File: src/pfhd_pkg.sv
// constants, pin bundles and lane-select bundles for the paged flash host decode block
// assumes a 10 MHz sys_clk; bus pins are asynchronous to it and synchronised first, but raw supply_ok and bus_reset also clear the supply flop
package pfhd_pkg;

  // ************************************************************
  // widths and field positions
  // ************************************************************
  localparam int ADDR_W     = 24;
  localparam int DATA_W     = 16;
  localparam int BYTE_W     = 8;
  localparam int PAGE_W     = 8;
  localparam int OFFS_W     = 16;
  localparam int PAIRS      = 8;
  localparam int NIBBLE_W   = 4;
  localparam int WIN_LO     = 16;
  localparam int WIN_HI     = 20;
  localparam int SEL_W      = 3;
  localparam int CS_SEL_LSB = 2;
  localparam int SUPPLY_BIT = 0;
  localparam int LANE_LO    = 0;
  localparam int LANE_HI    = 1;

  // ************************************************************
  // reset values
  // ************************************************************
  localparam logic [PAGE_W-1:0] PAGE_RESET  = 8'h00;
  localparam logic [PAIRS-1:0]  CS_IDLE     = 8'hFF;
  localparam logic [1:0]        LANES_OFF   = 2'h3;
  localparam logic [DATA_W-1:0] DATA_ZERO   = 16'h0000;
  localparam logic [ADDR_W-1:0] ADDR_ZERO   = 24'h000000;

  // ************************************************************
  // types
  // ************************************************************
  typedef enum logic [1:0] {
    PFHD_IDLE   = 2'b00,
    PFHD_MEM_RD = 2'b01,
    PFHD_MEM_WR = 2'b10,
    PFHD_IO_RD  = 2'b11
  } pfhd_cycle_t;

  typedef struct packed {
    logic [ADDR_W-1:0] sa;
    logic [DATA_W-1:0] sd;
    logic [DATA_W-1:0] fd;
    logic [PAGE_W-1:0] base_sw;
    logic              aen;
    logic              memr_n;
    logic              memw_n;
    logic              ior_n;
    logic              iow_n;
    logic              sbhe_n;
    logic              page_port_sel_n;
    logic              base_port_sel_n;
    logic              prog_supply_port_strobe_n;
    logic              wide_bus_present_n;
    logic              bus_reset;
    logic              supply_ok;
    logic              wide_window;
    logic              eight_pair;
    logic              uv_gates_decode;
  } pfhd_pins_t;

  // strobes idle high, supply treated as bad until seen good
  localparam pfhd_pins_t PINS_IDLE = '{
    sa: 24'h000000, sd: 16'h0000, fd: 16'h0000, base_sw: 8'h00,
    aen: 1'b1, memr_n: 1'b1, memw_n: 1'b1, ior_n: 1'b1, iow_n: 1'b1, sbhe_n: 1'b1,
    page_port_sel_n: 1'b1, base_port_sel_n: 1'b1, prog_supply_port_strobe_n: 1'b1,
    wide_bus_present_n: 1'b1, bus_reset: 1'b1, supply_ok: 1'b0,
    wide_window: 1'b0, eight_pair: 1'b0, uv_gates_decode: 1'b0};

  typedef struct packed {
    logic [PAIRS-1:0] lo_n;
    logic [PAIRS-1:0] hi_n;
    logic             lo_lane;
    logic             hi_lane;
    logic             swap;
  } pfhd_sel_t;

endpackage : pfhd_pkg

File: src/pfhd_sync.sv
// two-flip-flop synchroniser for a bundle of asynchronous pins
// assumes each bit is independent; multi-bit values are sampled while stable on the bus
`timescale 1ns/100ps
`default_nettype none
module pfhd_sync #(
  parameter int              W    = 1,
  parameter logic [W-1:0]    INIT = '0
) (
  input  wire logic          sys_clk,
  input  wire logic          reset_n,
  input  wire logic          clk_en,
  input  wire logic [W-1:0]  d,
  output var  logic [W-1:0]  q
);

  // ************************************************************
  // per-bit double flop
  // ************************************************************
  logic [W-1:0] meta;

  for (genvar i = 0; i < W; i++) begin : g_bit
    always_ff @(posedge sys_clk) begin
      if (!reset_n) begin
        meta[i] <= INIT[i];
        q[i]    <= INIT[i];
      end else if (clk_en) begin
        meta[i] <= d[i];
        q[i]    <= meta[i];
      end
    end
  end

endmodule : pfhd_sync
`default_nettype wire

File: src/pfhd_cs_decode.sv
// chip-select and byte-lane decode for the flash pair array
// assumes all inputs are synchronous and settled; purely combinational
`timescale 1ns/100ps
`default_nettype none
module pfhd_cs_decode
  import pfhd_pkg::*;
(
  input  wire logic             en,
  input  wire logic             eight_pair,
  input  wire logic [SEL_W-1:0] sel,
  input  wire logic             a0,
  input  wire logic             wide,
  input  wire logic             sbhe_n,
  output pfhd_pkg::pfhd_sel_t   lanes
);

  // ************************************************************
  // card enables from bus width and byte enables
  // ************************************************************
  wire             word_acc = wide && !sbhe_n && !a0;
  wire             odd_hi   = wide && !sbhe_n && a0;
  wire             ce1      = en && !odd_hi;               // RULE2
  wire             ce2      = en && (word_acc || odd_hi);  // RULE2
  wire [SEL_W-1:0] idx      = eight_pair ? sel : {1'b0, sel[1:0]}; // RULE1 RULE4

  assign lanes.lo_lane = ce1 && (ce2 || !a0);             // RULE2
  assign lanes.hi_lane = ce2 || (ce1 && a0);               // RULE2
  assign lanes.swap    = ce1 && !ce2 && a0;                // RULE3

  // ************************************************************
  // one select pair per flash pair
  // ************************************************************
  for (genvar p = 0; p < PAIRS; p++) begin : g_pair
    wire pair_hit = (idx == SEL_W'(p));
    assign lanes.lo_n[p] = !(pair_hit && lanes.lo_lane);  // RULE1
    assign lanes.hi_n[p] = !(pair_hit && lanes.hi_lane);  // RULE1
  end

endmodule : pfhd_cs_decode
`default_nettype wire

File: src/pfhd_top.sv
// paged flash board decode: window compare, page latch, byte-lane steering, supply enable
// assumes bus pins are asynchronous to sys_clk; bus cycles last several sys_clk periods
//
// Overview of operation
// RULE1: two page bits pick one of four pairs
// RULE2: card enables and A0 pick byte lanes
// RULE3: eight-bit host gets high byte on low lanes
// RULE4: optional three-bit decode over eight pairs
// RULE5: low sixteen address bits pass, page supplies rest
// RULE6: four address bits compared with base switches
// RULE7: decode only on window hit with aen low
// RULE8: optional wider compare, base readable on data
// RULE9: supply enable off at reset or low supply
// RULE10: supply flop captures at write strobe rise
// RULE11: host writes one on, zero off
// RULE12: undervoltage or bus reset clears supply flop asynchronously
// RULE13: optional undervoltage gate on chip selects
// RULE14: host waits for supply settling before programming
// RULE15: page register clears to zero at reset
// RULE16: page port read returns latched page
// RULE17: no hit or aen high keeps selects off
`timescale 1ns/100ps
`default_nettype none
module pfhd_top
  import pfhd_pkg::*;
(
  input  wire logic                 sys_clk,
  input  wire logic                 reset_n,
  input  wire logic                 clk_en,
  input  wire logic [ADDR_W-1:0]    sa,
  input  wire logic [DATA_W-1:0]    sd_in,
  output var  logic [DATA_W-1:0]    sd_out,
  output var  logic [1:0]           sd_oe_n,
  input  wire logic                 aen,
  input  wire logic                 memr_n,
  input  wire logic                 memw_n,
  input  wire logic                 ior_n,
  input  wire logic                 iow_n,
  input  wire logic                 sbhe_n,
  input  wire logic                 page_port_sel_n,
  input  wire logic                 base_port_sel_n,
  input  wire logic                 prog_supply_port_strobe_n,
  input  wire logic                 wide_bus_present_n,
  input  wire logic                 bus_reset,
  input  wire logic                 supply_ok,
  input  wire logic [PAGE_W-1:0]    base_sw,
  input  wire logic                 wide_window,
  input  wire logic                 eight_pair,
  input  wire logic                 uv_gates_decode,
  input  wire logic [DATA_W-1:0]    fd_in,
  output var  logic [DATA_W-1:0]    fd_out,
  output var  logic [1:0]           fd_oe_n,
  output var  logic [ADDR_W-1:0]    flash_addr,
  output var  logic [PAIRS-1:0]     flash_ce_lo_n,
  output var  logic [PAIRS-1:0]     flash_ce_hi_n,
  output var  logic                 flash_oe_n,
  output var  logic                 flash_we_n,
  output var  logic                 prog_supply_en,
  output var  logic [PAGE_W-1:0]    page_number
);

  // ************************************************************
  // pin synchronisation
  // ************************************************************
  pfhd_pins_t pins_raw;
  pfhd_pins_t s;

  assign pins_raw = '{
    sa: sa, sd: sd_in, fd: fd_in, base_sw: base_sw,
    aen: aen, memr_n: memr_n, memw_n: memw_n, ior_n: ior_n, iow_n: iow_n, sbhe_n: sbhe_n,
    page_port_sel_n: page_port_sel_n, base_port_sel_n: base_port_sel_n,
    prog_supply_port_strobe_n: prog_supply_port_strobe_n,
    wide_bus_present_n: wide_bus_present_n, bus_reset: bus_reset, supply_ok: supply_ok,
    wide_window: wide_window, eight_pair: eight_pair, uv_gates_decode: uv_gates_decode};

  pfhd_sync #(
    .W    ($bits(pfhd_pins_t)),
    .INIT (PINS_IDLE)
  ) u_sync (
    .sys_clk (sys_clk),
    .reset_n (reset_n),
    .clk_en  (clk_en),
    .d       (pins_raw),
    .q       (s)
  );

  // ************************************************************
  // write strobe history
  // ************************************************************
  // port selects and data are taken from the cycle before the strobe rises,
  // because the host may drop them together with the strobe
  logic              iow_q;
  logic              supply_sel_q;
  logic              page_sel_q;
  logic [DATA_W-1:0] data_q;

  always_ff @(posedge sys_clk) begin
    if (!reset_n) begin
      iow_q        <= 1'b1;
      supply_sel_q <= 1'b1;
      page_sel_q   <= 1'b1;
      data_q       <= DATA_ZERO;
    end else if (clk_en) begin
      iow_q        <= s.iow_n;
      supply_sel_q <= s.prog_supply_port_strobe_n;
      page_sel_q   <= s.page_port_sel_n;
      data_q       <= s.sd;
    end
  end

  wire iow_rise      = !iow_q && s.iow_n;
  wire supply_write  = iow_rise && !supply_sel_q;             // RULE10
  wire page_write    = iow_rise && !page_sel_q;
  wire state_clear   = s.bus_reset || !s.supply_ok;

  // ************************************************************
  // programming supply enable
  // ************************************************************
  // cleared straight from the pins so the supply drops without waiting for sys_clk
  wire supply_clear_n = supply_ok && !bus_reset;              // RULE12

  always_ff @(posedge sys_clk or negedge supply_clear_n) begin
    if (!supply_clear_n) begin
      prog_supply_en <= 1'b0;                                  // RULE12
    end else if (!reset_n) begin
      prog_supply_en <= 1'b0;                                  // RULE9
    end else if (clk_en) begin
      if (state_clear) begin
        prog_supply_en <= 1'b0;                                // RULE9
      end else if (supply_write) begin
        prog_supply_en <= data_q[SUPPLY_BIT];                  // RULE10 RULE11
      end
    end
  end

  // ************************************************************
  // page register
  // ************************************************************
  logic [PAGE_W-1:0] next_page_number;

  always_comb begin
    next_page_number = page_number;
    if (state_clear) begin
      next_page_number = PAGE_RESET;                           // RULE15
    end else if (page_write) begin
      next_page_number = data_q[PAGE_W-1:0];
    end
  end

  always_ff @(posedge sys_clk) begin
    if (!reset_n) begin
      page_number <= PAGE_RESET;                               // RULE15
    end else if (clk_en) begin
      page_number <= next_page_number;
    end
  end

  // ************************************************************
  // window compare and memory decode enable
  // ************************************************************
  wire win_lo_match = (s.sa[WIN_LO +: NIBBLE_W] == s.base_sw[0 +: NIBBLE_W]);         // RULE6
  wire win_hi_match = (s.sa[WIN_HI +: NIBBLE_W] == s.base_sw[NIBBLE_W +: NIBBLE_W]);  // RULE8
  wire window_hit   = win_lo_match && (!s.wide_window || win_hi_match);              // RULE6 RULE8
  wire supply_gate  = !s.uv_gates_decode || s.supply_ok;                              // RULE13
  wire mem_rd       = !s.memr_n;
  wire mem_wr       = !s.memw_n && s.memr_n;
  wire mem_en       = window_hit && !s.aen && (mem_rd || mem_wr) && supply_gate;     // RULE7 RULE17
  wire wide_bus     = !s.wide_bus_present_n;
  wire io_rd        = !s.ior_n && !s.aen;
  wire page_rd      = io_rd && !s.page_port_sel_n;
  wire base_rd      = io_rd && !s.base_port_sel_n && s.page_port_sel_n;

  pfhd_sel_t lanes;

  pfhd_cs_decode u_decode (
    .en         (mem_en),
    .eight_pair (s.eight_pair),
    .sel        (page_number[CS_SEL_LSB +: SEL_W]),
    .a0         (s.sa[0]),
    .wide       (wide_bus),
    .sbhe_n     (s.sbhe_n),
    .lanes      (lanes)
  );

  // ************************************************************
  // cycle state
  // ************************************************************
  pfhd_cycle_t next_cycle;

  assign next_cycle = mem_en && mem_rd      ? PFHD_MEM_RD :
                      mem_en                ? PFHD_MEM_WR :
                      (page_rd || base_rd)  ? PFHD_IO_RD  : PFHD_IDLE;

  // ************************************************************
  // output next values
  // ************************************************************
  logic [DATA_W-1:0] next_sd_out;
  logic [1:0]        next_sd_oe_n;
  logic [DATA_W-1:0] next_fd_out;
  logic [1:0]        next_fd_oe_n;
  logic              next_flash_oe_n;
  logic              next_flash_we_n;

  always_comb begin
    next_sd_out     = DATA_ZERO;
    next_sd_oe_n    = LANES_OFF;
    next_fd_out     = DATA_ZERO;
    next_fd_oe_n    = LANES_OFF;
    next_flash_oe_n = 1'b1;
    next_flash_we_n = 1'b1;
    case (next_cycle)
      PFHD_MEM_RD: begin
        next_flash_oe_n = 1'b0;
        if (lanes.swap) begin
          next_sd_out[0 +: BYTE_W] = s.fd[BYTE_W +: BYTE_W];   // RULE3
          next_sd_oe_n[LANE_LO]    = 1'b0;
        end else begin
          next_sd_out              = s.fd;
          next_sd_oe_n[LANE_LO]    = !lanes.lo_lane;
          next_sd_oe_n[LANE_HI]    = !lanes.hi_lane;
        end
      end
      PFHD_MEM_WR: begin
        next_flash_we_n = 1'b0;
        if (lanes.swap) begin
          next_fd_out[BYTE_W +: BYTE_W] = s.sd[0 +: BYTE_W];   // RULE3
          next_fd_oe_n[LANE_HI]         = 1'b0;
        end else begin
          next_fd_out                   = s.sd;
          next_fd_oe_n[LANE_LO]         = !lanes.lo_lane;
          next_fd_oe_n[LANE_HI]         = !lanes.hi_lane;
        end
      end
      PFHD_IO_RD: begin
        next_sd_oe_n[LANE_LO] = 1'b0;
        if (page_rd) begin
          next_sd_out[0 +: PAGE_W] = page_number;              // RULE16
        end else begin
          next_sd_out[0 +: PAGE_W] = s.base_sw;                // RULE8
        end
      end
      default: begin
        next_sd_oe_n = LANES_OFF;                              // RULE17
      end
    endcase
  end

  // ************************************************************
  // registered outputs
  // ************************************************************
  always_ff @(posedge sys_clk) begin
    if (!reset_n) begin
      sd_out        <= DATA_ZERO;
      sd_oe_n       <= LANES_OFF;
      fd_out        <= DATA_ZERO;
      fd_oe_n       <= LANES_OFF;
      flash_oe_n    <= 1'b1;
      flash_we_n    <= 1'b1;
      flash_ce_lo_n <= CS_IDLE;
      flash_ce_hi_n <= CS_IDLE;
      flash_addr    <= ADDR_ZERO;
    end else if (clk_en) begin
      sd_out        <= next_sd_out;
      sd_oe_n       <= next_sd_oe_n;
      fd_out        <= next_fd_out;
      fd_oe_n       <= next_fd_oe_n;
      flash_oe_n    <= next_flash_oe_n;
      flash_we_n    <= next_flash_we_n;
      flash_ce_lo_n <= lanes.lo_n;                             // RULE1 RULE17
      flash_ce_hi_n <= lanes.hi_n;                             // RULE1 RULE17
      flash_addr    <= {next_page_number, s.sa[0 +: OFFS_W]};  // RULE5
    end
  end

endmodule : pfhd_top
`default_nettype wire

File: config.mk
export PLATFORM = sky130hd
export DESIGN_NAME = pfhd_top
export DESIGN_NICKNAME = d
export VERILOG_FILES = /design/src/pfhd_pkg.sv /design/src/pfhd_sync.sv /design/src/pfhd_cs_decode.sv /design/src/pfhd_top.sv
export SDC_FILE = /design/constraint.sdc
export NUM_CORES = 1
export LEC_CHECK = 0
export ABC_AREA = 1
export BUFFER_PORTS_ARGS = -buffer_cell sky130_fd_sc_hd__buf_2
export CORE_MARGIN = 1
export CORE_UTILIZATION = 51
export CTS_CLUSTER_SIZE = 30
export DETAILED_ROUTE_END_ITERATION = 10
export PLACE_DENSITY = 0.76
export RECOVER_POWER = 25
export SLEW_MARGIN = 0
export SYNTH_ARGS = -nofsm -noshare
export SYNTH_HDL_FRONTEND = slang
export SYNTH_HIERARCHICAL = 1
export SYNTH_SLANG_ARGS = --single-unit
File: constraint.sdc
create_clock -name sys_clk -period 2.55 [get_ports sys_clk]
set_clock_uncertainty 0.2 [all_clocks]
set_input_delay 0.3825 -clock sys_clk [delete_from_list [all_inputs] [get_ports sys_clk]]
set_output_delay 0.3825 -clock sys_clk [all_outputs]
set_load 0.01 [all_outputs]
# Word-level counts from Yosys, hierarchy flattened
# Cells that the tools add are included.
[word_totals] regBits=256 out_inout_bits=87 word_cells=299
[op_classes] eq_ne=14 mux=27 n_reduce_logical=85
[op_table] op="$mux W8" n=8
[op_table] op="$logic_and A1 B1 Y1" n=39
[op_table] op="$logic_not A1 Y1" n=36
[op_table] op="$mux W16" n=1
[op_table] op="$pmux W8 S2" n=1
[op_table] op="$eq A3 B3 Y1 const B" n=4
[op_table] op="$mux W1" n=11
[op_table] op="$eq A4 B4 Y1" n=2
[op_table] op="$logic_or A1 B1 Y1" n=8
[op_table] op="$mux W2" n=4
[op_table] op="$eq A3 B2 Y1 const B" n=2
[op_table] op="$eq A2 B2 Y1 const B" n=2
[op_table] op="$eq A3 B1 Y1 const B" n=1
[op_table] op="$logic_not A3 Y1" n=1
[op_table] op="$mux W3" n=1
[op_table] op="$ne A3 B1 Y1 const B" n=1
[op_table] op="$eq A2 B1 Y1 const B" n=1
[op_table] op="$ne A2 B1 Y1 const B" n=1
[op_table] op="$pmux W1 S2" n=1
[op_table] op="$reduce_and A2 Y1" n=1

# Longest topological paths before layout
# Gate-level depths: netlist of run 1.
[depth] depth_word=12 ltp_mapped=20 mapped_depth_nobuf=17

# By module
# The synthesis of run 1 kept the hierarchy.
[by_module_without_submodules] mod="pfhd_sync" instances=1 cells_each=958 area_each_um2=6378.6 seq_area_each_um2=3163.0
[by_module_without_submodules] mod="pfhd_top" instances=1 cells_each=583 area_each_um2=3945.0 seq_area_each_um2=1806.7
[by_module_without_submodules] mod="pfhd_cs_decode" instances=1 cells_each=41 area_each_um2=173.9 seq_area_each_um2=0.0

# Least setup slack after synthesis of run 1
# Ideal clock, no wire load.
[synth_timing] path_kind="flip-flop to flip-flop" start="register u_sync.q[15]" end="register sd_out[7]" arrival_ns=2.282 t_required_ns=2.241 slack_ns=-0.041 path_stages_with_launch=21 path_buffers=3 cell_sequence="dfxtp_1 -> inv_1 -> nand2_1 -> nand2_1 -> nor2_1 -> nand2_1 -> nor2_4 -> nand2_4 -> buf_2 -> inv_1 -> nand2_1 -> a21oi_1 -> clkbuf_1 -> inv_1 -> buf_4 -> nand2_1 -> nand2_1 -> nand4_1 -> nand3_1 -> nand2_1 -> inv_1"
[synth_rtl] item="start: declaration" line="pfhd_sync.sv:13" text="output var logic [W-1:0] q"
[synth_rtl] item="start signal: indexed assignment" line="pfhd_sync.sv:25" text="q[i] <= INIT[i];"
[synth_rtl] item="start signal: indexed assignment" line="pfhd_sync.sv:28" text="q[i] <= meta[i];"
[synth_rtl] item="end signal: assignment" line="pfhd_top.sv:263" text="sd_out <= next_sd_out;"
[synth_rtl] item="end: declaration" line="pfhd_top.sv:32" text="output var logic [DATA_W-1:0] sd_out,"

==> impl_summary.txt, run 1 <==
----------------------------------------------------
[Run status]
  Run status ... finished clean

[Yosys]
  Synthesized-area fraction occupied by ao, oa, aoi and oai cells ... 3.79%
  Synth Net Count ... 1,664
  Number of synthesized flops with an enable pin ... 0
  Synthesized area per cell ... 6.64 um2
  Top flip-flop cell by instance count after synthesis ... sky130_fd_sc_hd__dfxtp_1
  Mux contribution to synthesized area ... 0%
  Parity-gate share of the synthesized area counting xor and xnor cells ... 0%
  Main area contributors after synthesis ... sky130_fd_sc_hd__dfxtp_1, sky130_fd_sc_hd__nand2_1, sky130_fd_sc_hd__nor2_1
  Post-synth design cell area ... 10,500 um2
  Top cell type's share of synthesized area ... 47.1%
  Proportion of register bits with asynchronous set or reset after synthesis ... 0.403%
  Unique cell type count in the Yosys netlist ... 25
  Proportion of synthesized chip area in sequential cells ... 47.3%
  Combinational family with the most area after synthesis ... simple AND/OR/NAND/NOR gates
  Dominant cell type by area after synthesis ... sky130_fd_sc_hd__dfxtp_1
  Adder-cell share of the synthesized area ... 0%
  Synthesis warning total ... 6
  Cells after synthesis ... 1,582
  Number of register bits inferred by synthesis ... 248
  Simple-gate share of the synthesized area ... 36.7%

[Route]
  Detailed route wirelength on metal2 ... 11,600 um
  Detailed Routing Iterations Pass 1 ... 5
  Detailed route wirelength on metal3 ... 1460 um
  Via count ... 9,841
  Post-detailed-route wirelength per cell ... 12.1 um
  DRC viols ... 0
  Uppermost layer routed ... met4
  Wire length reported by the detailed router ... 25,300 um
  Met1 layer wirelength in the final routing ... 11,500 um
  Iteration-0 DRC count of the detailed router ... 696
  Avg Vias per Cell ... 4.71
  Post-detailed-route count of antenna-violating nets ... 0

[Timing]
  Number of setup violations in the final report ... 0
  Final critical-path required period ... 2.37 ns
  Setup repair after global routing missed its margin ... yes
  Final-layout worst hold slack ... 0.0180 ns
  Final period utilization ... 92.9%
  Top achievable clock speed ... 422 MHz
  Hold Violations, Final ... 0
  Worst-case headroom to the max-slew limit ... 8.33%
  Number of pins exceeding their max-slew limit in the final report ... 0
  Slew at the pin closest to its max-slew limit ... 1.38 ns

[Power and ir drop]
  Leakage component of the power ... 6.69 nW
  Power per standard cell area ... 683 nW/um2
  Maximum VDD drop ... 0.452 mV

[Placed design]
  Cells after DPL ... 1,947
  Placement Cell Area ... 11,300 um2
  Post-DP HPWL ... 15,800 um
  PortBufs ... 168
  Routability Congestion ... 0.855

[GRT]
  Grt ovf ... 0
  Wire length of the first global-routing pass ... 41,500 um
  Total routing usage reported by global routing ... 23.6%
  Pin count of the biggest net entering global routing ... 142
  Via count of the first global-routing pass ... 8,778
  Antenna violations before repair ... 0

[Critical path]
  Worst Setup Path Type ... primary input to register
  CP Cell Sequence ... buf_8, clkbuf_4, nand2_1, nand2_1, dlygate4sd3_1, nor2_1
  Max Fanout on Critical Path ... 141
  Buffer and inverter count on the worst path ... 3
  CP Capture Type ... register
  Register-to-Register Setup Slack ... 0.19 ns
  Most numerous cell on the critical path ... sky130_fd_sc_hd__nand2_1
  Crit start category ... primary input
  Top Family by Delay on Critical Path ... buffers and inverters
  Data required, critical path ... 2.77 ns
  Critical path data arrival time ... 2.58 ns
  Maximum cell stage delay along the critical path ... 1.07 ns
  CP max stage cell ... sky130_fd_sc_hd__clkbuf_4

[Clocking]
  Number of CTS-inserted buffers ... 26
  Clock insertion delay at the later pin of the skew report ... 0.53 ns
  TritonCTS clock tree ... built
  Number of buffers inserted to repair setup after CTS ... 0
  Clock transition at path regs ... 0.06 ns
  Maximum clock insertion buffer count ... 3
  Root cell of the clock tree ... sky130_fd_sc_hd__clkbuf_16
  H-tree level count ... 1
  Total clock sinks ... 248

[Floorplan]
  Cell row count ... 52
  Top-level I/O count ... 169
  Die X ... 145 um
  Area of the die ... 21,200 um2
  Die height ... 145 um
  Floorplan core area ... 20,200 um2
  Initial cell density of the core ... 51.9%

[Layout]
  Layout cells sized above 1 ... 13.2%
  Layout area overhead ... 24.7%
  Final instance count without filler cells ... 2,088
  Final core area utilization ... 64.7%
  Final-layout fill cell count ... 1,787
  NumNets Final ... 1,881
  Antenna diode count ... 0
  Post-layout instance area ... 13,100 um2

[Flow run]
  Max-cap viol count ... 0

[Hold path]
  Min-delay worst type ... primary input to register

----------------------------------------------------
==> worst min-delay path: stages <==
cell and delay (ns):
sky130_fd_sc_hd__buf_8 0.16, sky130_fd_sc_hd__nand2_1 0.08, sky130_fd_sc_hd__nand3_1 0.07
==> cell families after synthesis <==
kind of cell	Yosys count
AO/OA/AOI/OAI	78
flip-flops	248
AND/OR/NAND/NOR	976
buffers and inverters	280
==> sequential cells by signal (all words and copies together), names as in the netlist, 2 cells and up <==
name / flops
data_q: 8
fd_oe_n: 2
fd_out: 16
flash_addr: 16
flash_ce_hi_n: 8
flash_ce_lo_n: 8
page_number: 8
sd_oe_n: 2
sd_out: 16
u_sync/meta: 79
u_sync/q: 79
==> power breakdown <==
| part | internal [W] | switching (W) |
|---|---|---|
| Clock | 0.00227 | 0.00152 |
| Combinational | 0.000404 | 0.000538 |
| Sequential | 0.00409 | 0.000129 |
==> synth_stat cells, types with 2 or more instances <==
master,instances
sky130_fd_sc_hd__a21oi_1,53
sky130_fd_sc_hd__buf_1,3
sky130_fd_sc_hd__buf_2,28
sky130_fd_sc_hd__buf_4,20
sky130_fd_sc_hd__buf_6,16
sky130_fd_sc_hd__clkbuf_1,24
sky130_fd_sc_hd__clkinv_1,4
sky130_fd_sc_hd__dfxtp_1,247
sky130_fd_sc_hd__inv_1,183
sky130_fd_sc_hd__inv_2,2
sky130_fd_sc_hd__nand2_1,523
sky130_fd_sc_hd__nand2_2,2
sky130_fd_sc_hd__nand2_4,2
sky130_fd_sc_hd__nand3_1,87
sky130_fd_sc_hd__nand4_1,9
sky130_fd_sc_hd__nor2_1,345
sky130_fd_sc_hd__nor2_2,2
sky130_fd_sc_hd__nor2_4,3
sky130_fd_sc_hd__o211ai_1,2
sky130_fd_sc_hd__o21ai_0,20
sky130_fd_sc_hd__o22ai_1,2
sky130_fd_sc_hd__or2_2,2
==> per-layer routing <==
| metal | global-route usage (%) | vias up |
|---|---|---|
| li1 | - | 5140 |
| met1 | 31.1 | 4364 |
| met2 | 39.6 | 284 |
| met3 | 3.86 | 53 |
| met4 | 7.11 | 0 |
| met5 | 0 | - |
==> cell usage in the layout (no fill, tap or decap), types with 2 or more instances in the layout <==
cell,n
sky130_fd_sc_hd__buf_4,13
sky130_fd_sc_hd__nand2_4,2
sky130_fd_sc_hd__clkbuf_8,8
sky130_fd_sc_hd__nand3_1,87
sky130_fd_sc_hd__buf_2,162
sky130_fd_sc_hd__clkinv_1,3
sky130_fd_sc_hd__nor2_1,345
sky130_fd_sc_hd__dfxtp_1,247
sky130_fd_sc_hd__o21ai_0,20
sky130_fd_sc_hd__clkinvlp_4,2
sky130_fd_sc_hd__inv_1,182
sky130_fd_sc_hd__buf_12,2
sky130_fd_sc_hd__or2_2,2
sky130_fd_sc_hd__clkinv_2,3
sky130_fd_sc_hd__nand2_2,2
sky130_fd_sc_hd__o211ai_1,2
sky130_fd_sc_hd__dlygate4sd3_1,94
sky130_fd_sc_hd__nor2_4,3
sky130_fd_sc_hd__clkbuf_16,27
sky130_fd_sc_hd__clkbuf_1,9
sky130_fd_sc_hd__nor2_2,2
sky130_fd_sc_hd__nand2_1,523
sky130_fd_sc_hd__inv_2,4
sky130_fd_sc_hd__nand4_1,9
sky130_fd_sc_hd__buf_6,2
sky130_fd_sc_hd__a21oi_1,52
sky130_fd_sc_hd__o22ai_1,2
==> timing repair <==
item | CTS | global route
hold endpoints to repair | 87 | 0
hold buffers | 94 | 0
setup endpoints to repair | 0 | 18
resized for setup | 0 | 4
==> stage by stage <==
stage | total power (W) | setup slack (ns) | TNS [ns]
after floorplan | 0.00489 | 0.0589 | 0
after global placement | 0.00509 | 0.209 | 0
after detailed placement | 0.00512 | 0.0588 | 0
after CTS | 0.00901 | 0.0199 | 0
after global routing | 0.00934 | -0.0142 | -0.0275
final | 0.00895 | 0.181 | 0
==> area by class of cell <==
type / instances / area, um2 / share of cell area, %
clock inverter: 7 / 68.8 / 0.526
timing repair buffer: 280 / 1950 / 14.9
inverter: 189 / 709 / 5.42
clock buffer: 40 / 805 / 6.14
tap: 270 / 338 / 2.58
sequential: 248 / 4970 / 38.0
multi-input combinational: 1054 / 4250 / 32.5
==> final timing paths <==
| check | to | from | cells past startpoint |
|---|---|---|---|
| worst max-delay path | u_sync/meta[72] | clk_en | 6 |
| worst min-delay path | u_sync/meta[7] | clk_en | 3 |
| worst max register to register | fd_out[12] | u_sync/q[16] | 13 |
| worst min register to register | flash_ce_hi_n[7] | flash_ce_hi_n[7] | 2 |
| max in group asynchronous | prog_supply_en | supply_ok | 5 |
| min in group asynchronous | prog_supply_en | bus_reset | 4 |
No activity file was read; power rests on OpenSTA's default activity.
==> inputs of run 2 (changes only) <==
Settings changed: PLACE_DENSITY 0.76 to unset, PLACE_DENSITY_LB_ADDON set to 0.05.
==> run 2 against run 1 <==
  * Sequential cell count stayed put
  * Count of clock-buffer cells in the layout down 5
  * Maximum frequency rose by 5.7%
  * Largest cell class unchanged
==> impl_summary.txt, run 2 (synthesis results as in run 1) <==
----------------------------------------------------
[Timing]
  Accumulated negative setup slack ... 0 ns (unchanged)
  Final period utilization ... 87.9% (was 92.9%)
  Setup repair after global routing missed its margin ... no (was yes)
  Top achievable clock speed ... 446 MHz (was 422 MHz)
  Number of setup violations in the final report ... 0 (unchanged)
  Slew at the pin closest to its max-slew limit ... 1.24 ns (was 1.38 ns)
  Number of pins exceeding their max-slew limit in the final report ... 0 (unchanged)
  Worst-case headroom to the max-slew limit ... 17.6% (was 8.33%)
  Hold Violations, Final ... 0 (unchanged)
  Final critical-path required period ... 2.24 ns (was 2.37 ns)

[Floorplan]
  Cell row count ... 52 (unchanged)
  Top-level I/O count ... 169 (unchanged)
  Die X ... 145 um (unchanged)
  Die height ... 145 um (unchanged)
  Initial cell density of the core ... 51.9% (unchanged)
  Area of the die ... 21,200 um2 (unchanged)
  Floorplan core area ... 20,200 um2 (unchanged)

[Route]
  Avg Vias per Cell ... 4.62 (was 4.71)
  Via count ... 9,588 (was 9,841)
  DRC viols ... 0 (unchanged)
  Wire length reported by the detailed router ... 24,500 um (was 25,300 um)
  Iteration-0 DRC count of the detailed router ... 526 (was 696)
  Post-detailed-route count of antenna-violating nets ... 0 (unchanged)
  Detailed Routing Iterations Pass 1 ... 4 (was 5)
  Post-detailed-route wirelength per cell ... 11.8 um (was 12.1 um)

[Critical path]
  Most numerous cell on the critical path ... sky130_fd_sc_hd__nand2_1 (unchanged)
  Data required, critical path ... 2.76 ns (was 2.77 ns)
  Maximum cell stage delay along the critical path ... 0.92 ns (was 1.07 ns)
  CP Capture Type ... register (unchanged)
  Crit start category ... primary input (unchanged)
  Critical path data arrival time ... 2.45 ns (was 2.58 ns)
  Max Fanout on Critical Path ... 119 (was 141)
  Depth of the worst register-to-register path ... 17 (was 13)
  Worst Setup Path Type ... primary input to register (unchanged)
  Register-to-Register Setup Slack ... 0.32 ns (was 0.19 ns)
  End of the worst register-to-register path ... sd_out[4] (was fd_out[12])
  CP Cell Sequence ... clkbuf_2, buf_4, nand2_1, nand2_1, nor2_1 (was buf_8, clkbuf_4, nand2_1, nand2_1, dlygate4sd3_1, nor2_1)
  Origin of the critical flop-to-flop path ... u_sync/q[20] (was u_sync/q[16])
  CP max stage cell ... sky130_fd_sc_hd__buf_4 (was sky130_fd_sc_hd__clkbuf_4)

[Layout]
  Antenna diode count ... 0 (unchanged)
  NumNets Final ... 1,873 (was 1,881)
  Layout cells sized above 1 ... 13.4% (was 13.2%)
  Most used cells in the layout excluding fill and tap cells ... sky130_fd_sc_hd__nand2_1, sky130_fd_sc_hd__nor2_1, sky130_fd_sc_hd__dfxtp_1 (unchanged)
  Final-layout fill cell count ... 1,932 (was 1,787)
  Largest registers ... u_sync/meta (79), u_sync/q (79) (unchanged)
  Commonest non-fill, non-tap cell in the layout ... sky130_fd_sc_hd__nand2_1 (unchanged)
  Final core area utilization ... 64.1% (was 64.7%)
  Layout area overhead ... 23.5% (was 24.7%)

[Power and ir drop]
  Proportion of power drawn by flip-flops and latches ... 46.9% (was 47.2%)
  Maximum VDD drop ... 0.492 mV (was 0.452 mV)
  Switching portion of total power ... 23.7% (was 24.4%)
  Comb pwr share ... 10.1% (was 10.5%)
  Cell internal power dissipation ... 0.00686 W (was 0.00676 W)
  Power per standard cell area ... 694 nW/um2 (was 683 nW/um2)
  Leakage component of the power ... 6.66 nW (was 6.69 nW)
  Net Sw Power ... 0.00214 W (was 0.00218 W)
  Clock power frac ... 43.0% (was 42.3%)

[Clocking]
  H-tree level count ... 1 (unchanged)
  Total clock sinks ... 248 (unchanged)
  Maximum clock insertion buffer count ... 3 (unchanged)
  Number of buffers inserted to repair setup after CTS ... 0 (unchanged)
  Clock insertion delay at the later pin of the skew report ... 0.52 ns (was 0.53 ns)
  Number of CTS-inserted buffers ... 27 (was 26)
  Clock transition at path regs ... 0.06 ns (about the same)
  Root cell of the clock tree ... sky130_fd_sc_hd__clkbuf_16 (unchanged)
  TritonCTS clock tree ... built (unchanged)

[Flow run]
  Max-cap viol count ... 0 (unchanged)

[Placed design]
  Routability Congestion ... 0.824 (was 0.855)
  Post-DP HPWL ... 15,500 um (was 15,800 um)
  PortBufs ... 168 (unchanged)

[GRT]
  Via count of the first global-routing pass ... 8,687 (was 8,778)
  Wire length of the first global-routing pass ... 41,400 um (was 41,500 um)
  Antenna violations before repair ... 0 (unchanged)
  Total routing usage reported by global routing ... 23.2% (was 23.6%)
  Grt ovf ... 0 (unchanged)
  Pin count of the biggest net entering global routing ... 120 (was 142)

[Hold path]
  Hold path startpoint ... sd_in[14] (was clk_en)
  Instance count along the most critical hold path ... 5 (was 3)
  Terminating pin of the worst hold path ... u_sync/meta[53] (was u_sync/meta[7])
  Min-delay worst type ... primary input to register (unchanged)

[Run status]
  Run status ... finished clean (unchanged)

----------------------------------------------------
==> run 2: cell types whose count changed in the layout (fill, tap and decap cells not counted), sizes merged <==
cell	before	now
clkbuf	46	43
bufinv	1	3
clkinv	7	6
clkinvlp	2	1
dlygate4sd3	94	79
buf	180	184
==> run 2: final cells by class <==
cell class              instances  area (um2)  area share [%]
multi-input cells            1054        4250            32.8
clock buffers                  35         766            5.91
clock inverters                 7         113           0.868
flip-flops and latches        248        4970            38.3
well taps                     270         338            2.61
repair buffers                271        1820            14.0
inverters                     189         709            5.47
==> run 2: worst max path at each step <==
stage,slack (ns),startpoint,cells past startpoint,endpoint
floorplan,0.06,u_sync/q[15],19,sd_out[7]
global placement,0.27,u_sync/q[15],17,sd_out[6]
detailed placement,0.17,u_sync/q[21],17,sd_out[6]
CTS,0.16,u_sync/q[21],17,sd_out[6]
global route,0.04,u_sync/q[21],15,fd_out[8]
finish,0.31,clk_en,5,u_sync/meta[22]
==> run 2: critical path: cells and delay by family <==
family	cells	cell delay (ns)
buffers and inverters	2	1.63
and+or+nand+nor	3	0.34
==> run 2: per-layer routing <==
metal	routed length (um)	GRT usage (%)
met5	0	0
met4	501	5.47
met3	1140	2.85
met2	11200	39.3
met1	11600	31.6
==> run 2: through the flow <==
stage | area (um2) | setup WS [ns] | hold WS, ns | power (W) | instances
detailed placement | 11400 | 0.172 | 0.120 | 0.00512 | 1953
finish | 13000 | 0.308 | 0.0215 | 0.00900 | 2074
global placement | 11400 | 0.273 | 0.115 | 0.00511 | 1953
global route | 13000 | 0.0449 | 0.0439 | 0.00941 | 2074
CTS | 13000 | 0.157 | 0.00462 | 0.00910 | 2074
floorplan | 10500 | 0.0589 | -0.0490 | 0.00489 | 1582
==> run 2: repair_timing <==
action | 4_1_cts | 5_1_grt
hold endpoints to repair | 79 | 0
resized for setup | 0 | 3
setup endpoints to repair | 0 | 16
hold buffers | 79 | 0
==> run 2: power by group through the flow <==
stage | Clock (W) | Sequential [W] | Combinational (W)
finish | 0.00387 | 0.00422 | 0.000910
floorplan | 0 | 0.00429 | 0.000604
global route | 0.00411 | 0.00424 | 0.00105
global placement | 0 | 0.00430 | 0.000814
detailed placement | 0 | 0.00430 | 0.000824
CTS | 0.00396 | 0.00422 | 0.000920
